### config.mk
export PLATFORM = sky130hd
export DESIGN_NAME = ilcmt_top
export DESIGN_NICKNAME = d
export VERILOG_FILES = /design/src/ilcmt_pkg.sv /design/src/ilcmt_top.sv
export SDC_FILE = /design/constraint.sdc
export NUM_CORES = 1
export LEC_CHECK = 0
export ABC_CLOCK_PERIOD_IN_PS = 2600
export BUFFER_PORTS_ARGS = -buffer_cell sky130_fd_sc_hd__buf_2
export CORE_ASPECT_RATIO = 1.2
export CORE_UTILIZATION = 35
export CTS_BUF_LIST = sky130_fd_sc_hd__clkbuf_2 sky130_fd_sc_hd__clkbuf_4 sky130_fd_sc_hd__clkbuf_8
export DETAILED_ROUTE_END_ITERATION = 6
export PLACE_DENSITY_LB_ADDON = 0.25
export SKIP_LAST_GASP = 1
export SYNTH_ARGS = -nofsm -noshare
export SYNTH_HDL_FRONTEND = slang
export SYNTH_SLANG_ARGS = --single-unit
### constraint.sdc
create_clock -name sys_clk_i -period 2.6 [get_ports sys_clk_i]
set_input_delay 0.52 -clock sys_clk_i [delete_from_list [all_inputs] [get_ports sys_clk_i]]
set_output_delay 0.52 -clock sys_clk_i [all_outputs]
set_load 0.1 [all_outputs]
### src/ilcmt_pkg.sv
package ilcmt_pkg;
	// Registers are word indexes; byte address is four times the index
	localparam logic [7:0] ILCMT_IDX_SELECT = 8'h10;
	localparam logic [7:0] ILCMT_IDX_CTRL_ZERO = 8'h31;
	localparam logic [7:0] ILCMT_IDX_CTRL_TWO = 8'h33;
	localparam logic [7:0] ILCMT_IDX_MF_TX = 8'h34;
	localparam logic [7:0] ILCMT_IDX_CTRL_THREE = 8'h35;
	localparam logic [7:0] ILCMT_IDX_STATUS = 8'h3f;
	localparam logic [7:0] ILCMT_RST_CTRL_TWO = 8'h00;
	localparam logic [7:0] ILCMT_RST_MF_TX = 8'h00;
	localparam logic [7:0] ILCMT_RST_CTRL_ZERO = 8'h00;
	localparam logic [7:0] ILCMT_RST_CTRL_THREE = 8'h00;
	// Field positions
	localparam int ILCMT_POS_TEST_SIG = 5;
	localparam int ILCMT_POS_UP_MODE = 0;
	localparam int ILCMT_POS_NT_MODE = 2;
	localparam int ILCMT_POS_SBIT = 6;
	localparam int ILCMT_QST_W = 4;
	// Last frame index of the S/T multiframe of 20 frames
	localparam logic [4:0] ILCMT_MF_LAST = 5'd19;
	// AHB-Lite encodings
	localparam logic [1:0] ILCMT_HTRANS_NONSEQ = 2'b10;
	localparam logic [2:0] ILCMT_HSIZE_WORD = 3'b010;

	typedef struct packed {
		logic transmit_pin_swap;
		logic output_tristate;
		logic low_test_frequency_select;
		logic nt_sync_pulse_enable;
		logic frame_bit_source_select;
		logic single_sync_pulse_select;
		logic second_bearer_receive_enable;
		logic first_bearer_receive_enable;
	} ilcmt_ctrl_two_s;

	typedef struct packed {
		logic [7:0] idx;
		logic write;
		logic valid;
	} ilcmt_bus_req_s;

	typedef struct packed {
		logic p;
		logic n;
	} ilcmt_line_s;
endpackage

### src/ilcmt_top.sv
`timescale 1ns/1ps
// Notes on behaviour
// RQ1 - A cleared B1 receive enable forces every received B1 bit to one, otherwise B1 passes.
// RQ2 - A cleared B2 receive enable forces every received B2 bit to one, otherwise B2 passes.
// RQ3 - In S/T mode the M bit goes out once per twenty frames, or only once with single sync set.
// RQ4 - In Up mode with single sync set one zero T bit may be sent once at the T position.
// RQ5 - The source select takes frame bits from the bit register at zero or the D-channel at one.
// RQ6 - Line sync pulses are made in TE mode only, or in TE and NT mode with NT sync set.
// RQ7 - The test frequency bit picks 96 kHz (S/T) or 192 kHz (Up) at zero and 2 kHz at one.
// RQ8 - The test signal is only sent while the test enable of control register zero is set.
// RQ9 - The tristate bit switches the transmit output buffer off.
// RQ10 - The exchange bit swaps the polarity of the two transmit pins.
// RQ11 - In S/T mode the four low transmit bits are Q1..Q4 in TE mode or S1..S4 in NT mode.
// RQ12 - In Up mode the four low transmit bits are T1a, T1b, T2a, T2b.
// RQ13 - Transmit bit 6 is the Up S bit and software keeps it zero in S/T mode.
// RQ14 - Software writes zero to reserved transmit bits 5, 4 and 7.
// RQ15 - Software selects the line interface before writing the per-interface registers.
// RQ16 - The test signal alternates every bit at 96/192 kHz, or once per frame at 2 kHz.
// RQ17 - Each interface keeps its own copy and a write only touches the selected one.
module ilcmt_top #(
	parameter int NUM_IF = 2
) (
	// Clock and reset
	input wire logic sys_clk_i,
	input wire logic nrst_i,
	// AHB-Lite slave
	input wire logic hsel_i,
	input wire logic [31:0] haddr_i,
	input wire logic [1:0] htrans_i,
	input wire logic hwrite_i,
	input wire logic [2:0] hsize_i,
	input wire logic hready_i,
	input wire logic [31:0] hwdata_i,
	output logic hreadyout_o,
	output logic hresp_o,
	output logic [31:0] hrdata_o,
	// Line timing strobes from the framer
	input wire logic [NUM_IF-1:0] bit_tick_i,
	input wire logic [NUM_IF-1:0] frame_tick_i,
	input wire logic [NUM_IF-1:0] superframe_tick_i,
	// Receive bearer data
	input wire logic [NUM_IF-1:0] rx_b1_i,
	input wire logic [NUM_IF-1:0] rx_b2_i,
	output logic [NUM_IF-1:0] rx_b1_o,
	output logic [NUM_IF-1:0] rx_b2_o,
	// Frame bit sources
	input wire logic [NUM_IF-1:0][ilcmt_pkg::ILCMT_QST_W:0] frame_bit_register_i,
	input wire logic [NUM_IF-1:0][ilcmt_pkg::ILCMT_QST_W:0] dchan_bits_i,
	output logic [NUM_IF-1:0][ilcmt_pkg::ILCMT_QST_W:0] frame_src_bits_o,
	output logic [NUM_IF-1:0][ilcmt_pkg::ILCMT_QST_W:0] frame_qst_bits_o,
	// Sync and framing marks
	output logic [NUM_IF-1:0] sync_pulse_en_o,
	output logic [NUM_IF-1:0] mf_mark_o,
	output logic [NUM_IF-1:0] t_zero_o,
	// Transmit line
	input wire ilcmt_pkg::ilcmt_line_s [NUM_IF-1:0] tx_line_i,
	output ilcmt_pkg::ilcmt_line_s [NUM_IF-1:0] tx_line_o,
	output logic [NUM_IF-1:0] tx_oe_o,
	output logic [NUM_IF-1:0] test_freq_high_o
);
	import ilcmt_pkg::*;

	localparam int SELW = (NUM_IF > 1) ? $clog2(NUM_IF) : 1;

	// Elaboration check on the interface count
	if (NUM_IF < 1 || NUM_IF > 8) begin : gen_bad_num_if
		$error("NUM_IF must lie between 1 and 8");
	end

	ilcmt_bus_req_s req_r;
	logic [SELW-1:0] sel_r;
	ilcmt_ctrl_two_s ctrl2_r [NUM_IF];
	logic [7:0] mf_tx_r [NUM_IF];
	logic [7:0] ctrl0_r [NUM_IF];
	logic [7:0] ctrl3_r [NUM_IF];
	logic addr_ok;
	logic [SELW-1:0] wsel;

	// Address phase capture; only whole-word aligned transfers are decoded
	assign addr_ok = hsel_i && hready_i && htrans_i == ILCMT_HTRANS_NONSEQ
		&& hsize_i == ILCMT_HSIZE_WORD && haddr_i[1:0] == 2'b00
		&& haddr_i[31:10] == 22'h000000;
	assign wsel = hwdata_i[SELW-1:0];

	always_ff @(posedge sys_clk_i or negedge nrst_i) begin
		if (!nrst_i) begin
			req_r <= '0;
		end else if (hready_i) begin
			req_r.valid <= addr_ok;
			req_r.write <= hwrite_i;
			req_r.idx <= haddr_i[9:2];
		end
	end

	// Zero wait states, always OKAY
	always_ff @(posedge sys_clk_i or negedge nrst_i) begin
		if (!nrst_i) begin
			hreadyout_o <= 1'b1;
			hresp_o <= 1'b0;
		end else begin
			hreadyout_o <= 1'b1;
			hresp_o <= 1'b0;
		end
	end

	// Interface select; values beyond the last interface are ignored
	always_ff @(posedge sys_clk_i or negedge nrst_i) begin
		if (!nrst_i) begin
			sel_r <= '0;
		end else if (req_r.valid && req_r.write && req_r.idx == ILCMT_IDX_SELECT
			&& 32'(hwdata_i[7:0]) < 32'(NUM_IF)) begin
			sel_r <= wsel;
		end
	end

	// Read data prepared in the address phase, shown in the data phase
	always_ff @(posedge sys_clk_i or negedge nrst_i) begin
		if (!nrst_i) begin
			hrdata_o <= '0;
		end else if (hready_i) begin
			hrdata_o <= '0;
			if (addr_ok && !hwrite_i) begin
				unique case (haddr_i[9:2])
					ILCMT_IDX_SELECT: hrdata_o <= 32'(sel_r);
					ILCMT_IDX_STATUS: hrdata_o <= {24'h000000, tx_oe_o[sel_r],
						sync_pulse_en_o[sel_r], test_freq_high_o[sel_r],
						ctrl0_r[sel_r][ILCMT_POS_TEST_SIG],
						ctrl3_r[sel_r][ILCMT_POS_UP_MODE], 3'(sel_r)};
					default: hrdata_o <= '0;
				endcase
			end
		end
	end

	genvar g;
	generate
		for (g = 0; g < NUM_IF; g++) begin : gen_if
			logic wr_here;
			logic up_mode;
			logic nt_mode;
			logic test_on;
			logic [4:0] mf_cnt_r;
			logic single_armed_r;
			logic test_pol_r;
			logic test_mark_r;
			logic mark_evt;

			assign wr_here = req_r.valid && req_r.write && sel_r == SELW'(g); // [RQ17]
			assign up_mode = ctrl3_r[g][ILCMT_POS_UP_MODE];
			assign nt_mode = ctrl3_r[g][ILCMT_POS_NT_MODE];
			assign test_on = ctrl0_r[g][ILCMT_POS_TEST_SIG]; // [RQ8]

			// Per-interface register copies
			always_ff @(posedge sys_clk_i or negedge nrst_i) begin
				if (!nrst_i) begin
					ctrl2_r[g] <= ILCMT_RST_CTRL_TWO;
					mf_tx_r[g] <= ILCMT_RST_MF_TX;
					ctrl0_r[g] <= ILCMT_RST_CTRL_ZERO;
					ctrl3_r[g] <= ILCMT_RST_CTRL_THREE;
				end else if (wr_here) begin
					unique case (req_r.idx)
						ILCMT_IDX_CTRL_TWO: ctrl2_r[g] <= hwdata_i[7:0]; // [RQ17]
						ILCMT_IDX_MF_TX: mf_tx_r[g] <= hwdata_i[7:0]; // [RQ17]
						ILCMT_IDX_CTRL_ZERO: ctrl0_r[g] <= hwdata_i[7:0];
						ILCMT_IDX_CTRL_THREE: ctrl3_r[g] <= hwdata_i[7:0];
						default: ctrl2_r[g] <= ctrl2_r[g];
					endcase
				end
			end

			// Receive bearer masking
			always_ff @(posedge sys_clk_i or negedge nrst_i) begin
				if (!nrst_i) begin
					rx_b1_o[g] <= 1'b1;
					rx_b2_o[g] <= 1'b1;
				end else begin
					rx_b1_o[g] <= rx_b1_i[g] | ~ctrl2_r[g].first_bearer_receive_enable; // [RQ1]
					rx_b2_o[g] <= rx_b2_i[g] | ~ctrl2_r[g].second_bearer_receive_enable; // [RQ2]
				end
			end

			// Frame bits: S bit on top, Q/S or T bits below; S bit dropped in S/T mode
			always_ff @(posedge sys_clk_i or negedge nrst_i) begin
				if (!nrst_i) begin
					frame_src_bits_o[g] <= '0;
					frame_qst_bits_o[g] <= '0;
				end else begin
					frame_src_bits_o[g] <= ctrl2_r[g].frame_bit_source_select ?
						dchan_bits_i[g] : frame_bit_register_i[g]; // [RQ5]
					frame_qst_bits_o[g] <= {mf_tx_r[g][ILCMT_POS_SBIT] & up_mode, // [RQ13]
						mf_tx_r[g][ILCMT_QST_W-1:0]}; // [RQ11] [RQ12]
				end
			end

			// Multiframe counter over S/T frames
			always_ff @(posedge sys_clk_i or negedge nrst_i) begin
				if (!nrst_i) begin
					mf_cnt_r <= '0;
				end else if (frame_tick_i[g]) begin
					mf_cnt_r <= (mf_cnt_r == ILCMT_MF_LAST) ? 5'd0 : mf_cnt_r + 5'd1;
				end
			end

			assign mark_evt = up_mode ? superframe_tick_i[g]
				: (frame_tick_i[g] && mf_cnt_r == 5'd0);

			// Single-sync re-arms whenever software clears the select bit
			always_ff @(posedge sys_clk_i or negedge nrst_i) begin
				if (!nrst_i) begin
					single_armed_r <= 1'b1;
					mf_mark_o[g] <= 1'b0;
					t_zero_o[g] <= 1'b0;
				end else begin
					mf_mark_o[g] <= mark_evt &&
						(!ctrl2_r[g].single_sync_pulse_select || single_armed_r); // [RQ3]
					t_zero_o[g] <= up_mode && mark_evt &&
						ctrl2_r[g].single_sync_pulse_select && single_armed_r; // [RQ4]
					if (!ctrl2_r[g].single_sync_pulse_select) begin
						single_armed_r <= 1'b1;
					end else if (mark_evt) begin
						single_armed_r <= 1'b0; // [RQ3] [RQ4]
					end
				end
			end

			// Line sync pulses
			always_ff @(posedge sys_clk_i or negedge nrst_i) begin
				if (!nrst_i) begin
					sync_pulse_en_o[g] <= 1'b0;
				end else begin
					sync_pulse_en_o[g] <= !nt_mode || ctrl2_r[g].nt_sync_pulse_enable; // [RQ6]
				end
			end

			// Test signal: marks of alternating polarity, every bit or once per frame
			always_ff @(posedge sys_clk_i or negedge nrst_i) begin
				if (!nrst_i) begin
					test_pol_r <= 1'b0;
					test_mark_r <= 1'b0;
					test_freq_high_o[g] <= 1'b0;
				end else begin
					test_freq_high_o[g] <= test_on
						&& !ctrl2_r[g].low_test_frequency_select; // [RQ7]
					if (!test_on) begin
						test_mark_r <= 1'b0;
					end else if (ctrl2_r[g].low_test_frequency_select ? frame_tick_i[g]
						: bit_tick_i[g]) begin
						test_mark_r <= 1'b1; // [RQ16]
						test_pol_r <= ~test_pol_r; // [RQ16]
					end else if (ctrl2_r[g].low_test_frequency_select && bit_tick_i[g]) begin
						test_mark_r <= 1'b0; // [RQ16]
					end
				end
			end

			// Transmit pins: test override, swap, tristate
			always_ff @(posedge sys_clk_i or negedge nrst_i) begin
				if (!nrst_i) begin
					tx_line_o[g] <= '0;
					tx_oe_o[g] <= 1'b1;
				end else begin
					tx_oe_o[g] <= !ctrl2_r[g].output_tristate; // [RQ9]
					if (test_on) begin
						tx_line_o[g].p <= test_mark_r && (test_pol_r ^
							ctrl2_r[g].transmit_pin_swap); // [RQ8] [RQ10]
						tx_line_o[g].n <= test_mark_r && !(test_pol_r ^
							ctrl2_r[g].transmit_pin_swap); // [RQ8] [RQ10]
					end else if (ctrl2_r[g].transmit_pin_swap) begin
						tx_line_o[g] <= {tx_line_i[g].n, tx_line_i[g].p}; // [RQ10]
					end else begin
						tx_line_o[g] <= tx_line_i[g];
					end
				end
			end
		end
	endgenerate
endmodule

# Word level (Yosys, flattened, before mapping)
# Cells that the tools add are included.
# totals
inputBits,108
regBits,145
word_cells,187
output_inout_bits,72
# op_classes
addsub,2
magnitude_cmp,3
bitwise_logic,16
muxes,36
n_reduce_logical,58
n_eq_ne,15
# ops
cell,count
8-bit by 6-bit equality test with 1-bit output (second input constant),5
32-bit two-way mux,1
1-bit logical AND,29
1-bit two-way mux,23
22-bit zero test,1
5-bit two-way mux,4
2-bit AND reduction,10
6-bit two-way mux,3
8-bit by 5-bit equality test with 1-bit output (second input constant),2
8-bit one-hot mux with 2 select lines,1
1-bit zero test,11
5-bit by 1-bit adder with 5-bit output (second input constant),2
5-bit equality test (second input constant),2
5-bit zero test,2
8-bit by 2-bit < comparator with 1-bit output (second input constant),1
2-bit two-way mux,4
1-bit inverter,7
3-bit by 1-bit inequality test with 1-bit output (second input constant),2
1-bit logical OR,4
2-bit by 1-bit inequality test with 1-bit output (second input constant),2
1-bit bitwise OR,4
3-bit by 2-bit equality test with 1-bit output (second input constant),1
1-bit AND,2
2-bit equality test (second input constant),1
5 further kinds,6

# Longest topological paths before layout
# logic_depth
word_depth,7
mapped_depth,6

# Worst setup path after synthesis
# OpenSTA, ideal clock, no wires.
# synth_timing
path_kind,input -> register
start,input port hwdata_i[5]
end,register sel_r
slack_ns,0.924
setup_time_ns,0.128
arrival_ns,1.549
stages,4
path_buffers,0
cell_sequence,or4_1 > nor3_2 > nand4_1 > mux2_1
# synth_between
elab_chain_cells,2
# synth_rtl
element,line_no,text
"start, declared",ilcmt_top.sv:33,"input wire logic [31:0] hwdata_i,"
8-bit by 2-bit < comparator with 1-bit output,ilcmt_top.sv:111,&& 32'(hwdata_i[7:0]) < 32'(NUM_IF)) begin
1-bit logical AND,ilcmt_top.sv:111,
"end signal, assigned",ilcmt_top.sv:112,sel_r <= wsel;
"end, declared",ilcmt_top.sv:71,logic [SELW-1:0] sel_r;
# Every way passes these cells.
# A chain may end at the register's enable or synchronous reset.

# Final worst setup path
# layout_timing
start,register sel_r
end,register ctrl2_r[9] (netlist name)
# layout_between
elab_chain_cells,3
# layout_rtl
element,line_no,text
1-bit inverter,ilcmt_top.sv:148,assign wr_here = req_r.valid && req_r.write && sel_r == SELW'(g);
1-bit logical AND,ilcmt_top.sv:148,
2-bit AND reduction (no line),--,
"end signal, assigned by index",ilcmt_top.sv:162,ILCMT_IDX_CTRL_TWO: ctrl2_r[g] <= hwdata_i[7:0];
"end signal, assigned by index",ilcmt_top.sv:166,default: ctrl2_r[g] <= ctrl2_r[g];
"end, declared",ilcmt_top.sv:72,ilcmt_ctrl_two_s ctrl2_r [NUM_IF];
# Every way passes these cells.

==> metrics.txt <==
outcome=complete, no violations; Syn Area/Cell=13.0 µm²; layout cell share with drive strength beyond 1=a little under half; Root Buffer=clkbuf_8; Final Hold Viols=0; Syn Std Cell Area=4450 µm²; Num CTS Buffers=9; Lkg Pwr=about 2.7 nW; htree depth=3; CP arrival=between 2000 and 2500 ps; Post-Synth XOR/XNOR Area=under 10%; hold buffers post-CTS=0; largest family of logic cells by synthesized area=multiplexers; Async SR Flop Fraction=100%; final net count=around 590; worst reg-to-reg setup slack=~670 ps; Syn Inst Count=around 340; # resized after CTS=0; Clock transition at path regs=90 ps; Post-Synth Adder-Cell Area=between 1 and 1.5%; Tmin final=a little under 2000 ps; largest net degree at the start of global routing=just under 50; clock latency at the later pin of the worst-skew pair=370 ps; PortBufs=about 130; multi-input logic area=between 1500 and 2000 µm²; drt wl/cell=approximately 14 µm; postcts setup bufs=0; Synth Area in Compound Gates=4.28%; RSZ-0062 raised after global routing=no; PwrDens=655 nW/µm²; CP Capture Type=register; CTS tree=built; Setup Viol. Count Final=0; worst slack at placement=660 ps; vias in the first global route=between 3000 and 4000; Non-Filler Instances=~640; Synth Area in Simple Gates=about an eighth; initial antenna violation count=0; Die Y=between 100 and 150 µm; fin. max-slew vios=0; distinct cell type count after synthesis=48; most frequent cells in the layout=126 x buf_2, 95 x dfrtp_1, 51 x mux2_2; IR drop worst, VDD=0.291 mV; die area=approximately 13000 µm²; Reg area=2590 µm²; FF+latch count, synth=slightly above 100; EDFF count, synth=0; Worst EP required=2850 ps; gr ovfl total=0; core area=about 12000 µm²; row cnt=between 40 and 50; drt via density=~4.7; GRT met3 Usage=3.70%; First DRT Iteration DRCs=56; Ys Warns=0; Slew HR=57.2%; placed cells=approximately 630; GRT Util Overall=between 10% and 20%; worst hold path class=in -> async; HPWL Detailed=about 7.0 mm; Layout area overhead=21.8%; commonest non-fill, non-tap cell in the layout=buf_2; Max Freq=about 520 MHz; clk_skew=9.51 ps; max cap viols=0; DRT Pass-1 Iters=4; DR vias=3040; Die W=between 100 and 150 µm; R2R depth=3; crit path max fanout=8; DR DRC count=0; routed wire length=around 9.3 mm; met1 GRT Util=17.8%; Final Wtd Congestion=between 0.7 and 0.8; Worst Tran Pin Value=641 ps; maximum root-to-sink buffer count=2; clk sink count=roughly 100; worst setup path class=reg -> reg; Top Usage Layer GRT=met2; routing usage on met2=26.0%; period utilization=approximately 74%; Setup TNS=0 ps; Final WS setup=about 670 ps; initial core utilization=a little over a third; CP startpoint kind=register; mux cell area share after synthesis=15.4%; sequential area share after synthesis=about 58%; I/O pins=180; global-route wire length before repair=15.2 mm; antenna-violating nets left=0; main flop type after synthesis=dfrtp_1; Diodes inserted=0; fillcell total=between 1000 and 1500
## final timing paths
check,start,to
worst max register to register,sel_r,ctrl2_r[9]
max in group asynchronous,nrst_i,ctrl3_r[0]
worst max-delay path,sel_r,ctrl2_r[9]
min in group sys_clk_i,rx_b2_i[0],rx_b2_o[0]
worst min-delay path,nrst_i,frame_src_bits_o[4]
worst min register to register,mf_tx_r[3],frame_qst_bits_o[8]
## Yosys cell counts (2+ instances only)
cell type	instances	share of area (%)
nor3_4	2	0.73
nor3_1	5	0.56
a21o_1	2	0.34
and4_1	3	0.59
nor4_1	8	1.1
nand3_1	5	0.56
conb_1	2	0.17
or4b_1	2	0.45
nor2_1	2	0.17
o22ai_1	9	1.3
dfstp_2	8	4.7
nor2b_1	9	1.3
nand2b_1	9	1.3
xor2_1	3	0.59
and2_1	2	0.28
nor3b_1	4	0.68
or4_1	2	0.34
a21oi_1	5	0.56
xnor2_1	3	0.59
mux2_2	51	13
clkbuf_1	6	0.51
nand4_1	8	1.1
o21ai_0	10	1.1
ha_1	4	1.1
or3_1	2	0.28
nand2_1	10	0.84
mux2i_1	10	2.3
buf_4	29	4.9
dfrtp_1	95	53
inv_1	15	1.3
## cells by family after synthesis
kind of cell,after synthesis
DFF,103
and+or+nand+nor,85
muxes,62
buffers and inverters,50
AOI/OAI and AO/OA,31
xor gates and xnor gates,6
adders and majority gates,4
other,2
## worst max-delay path, cell delays in order, from the launching register on
cell	delay, ps
dfrtp_1	490
or3_1	450
nor3_4	490
mux2_2	400
## per-layer routing
layer	vias to the layer above	wire length, µm
met5	-	0
met4	0	136
met3	10	691
met2	123	4570
met1	1482	3870
li1	1425	-
## cell type report
type | count | area share [%]
inverters | 15 | 1.04
clock inverters | 4 | 1.29
repair buffers | 132 | 12.7
well taps | 161 | 3.72
clock buffers | 12 | 2.82
multi-input cells | 216 | 30.7
flip-flops and latches | 103 | 47.8
## flip-flops by register name, indices dropped and copies added (netlist names), 4 cells and up
register,cells
ctrl2_r,16
ctrl3_r,4
frame_qst_bits_o,10
tx_line_o,4
gen_if.mf_cnt_r,10
hrdata_o,6
frame_src_bits_o,10
req_r,10
mf_tx_r,10
## stage by stage
| step | hold slack (ps) | area, µm² | total power, mW | util (%) |
|---|---|---|---|---|
| final | 172 | 5420 | 3.55 | 44.3 |
| after global routing | 198 | 5420 | 3.73 | 44.3 |
| after CTS | 178 | 5420 | 3.60 | 44.3 |
| after detailed placement | 363 | 5190 | 2.47 | 42.5 |
| after global placement | 356 | 5190 | 2.45 | 42.5 |
| after floorplan | 224 | 4540 | 2.31 | - |
## report_power, final
group,leakage (nW),internal (mW),switching [mW]
registers,1.33,1.70,0.0963
clock network,0.117,0.588,0.524
logic,1.21,0.185,0.457
No activity file was read; power rests on OpenSTA's default activity.
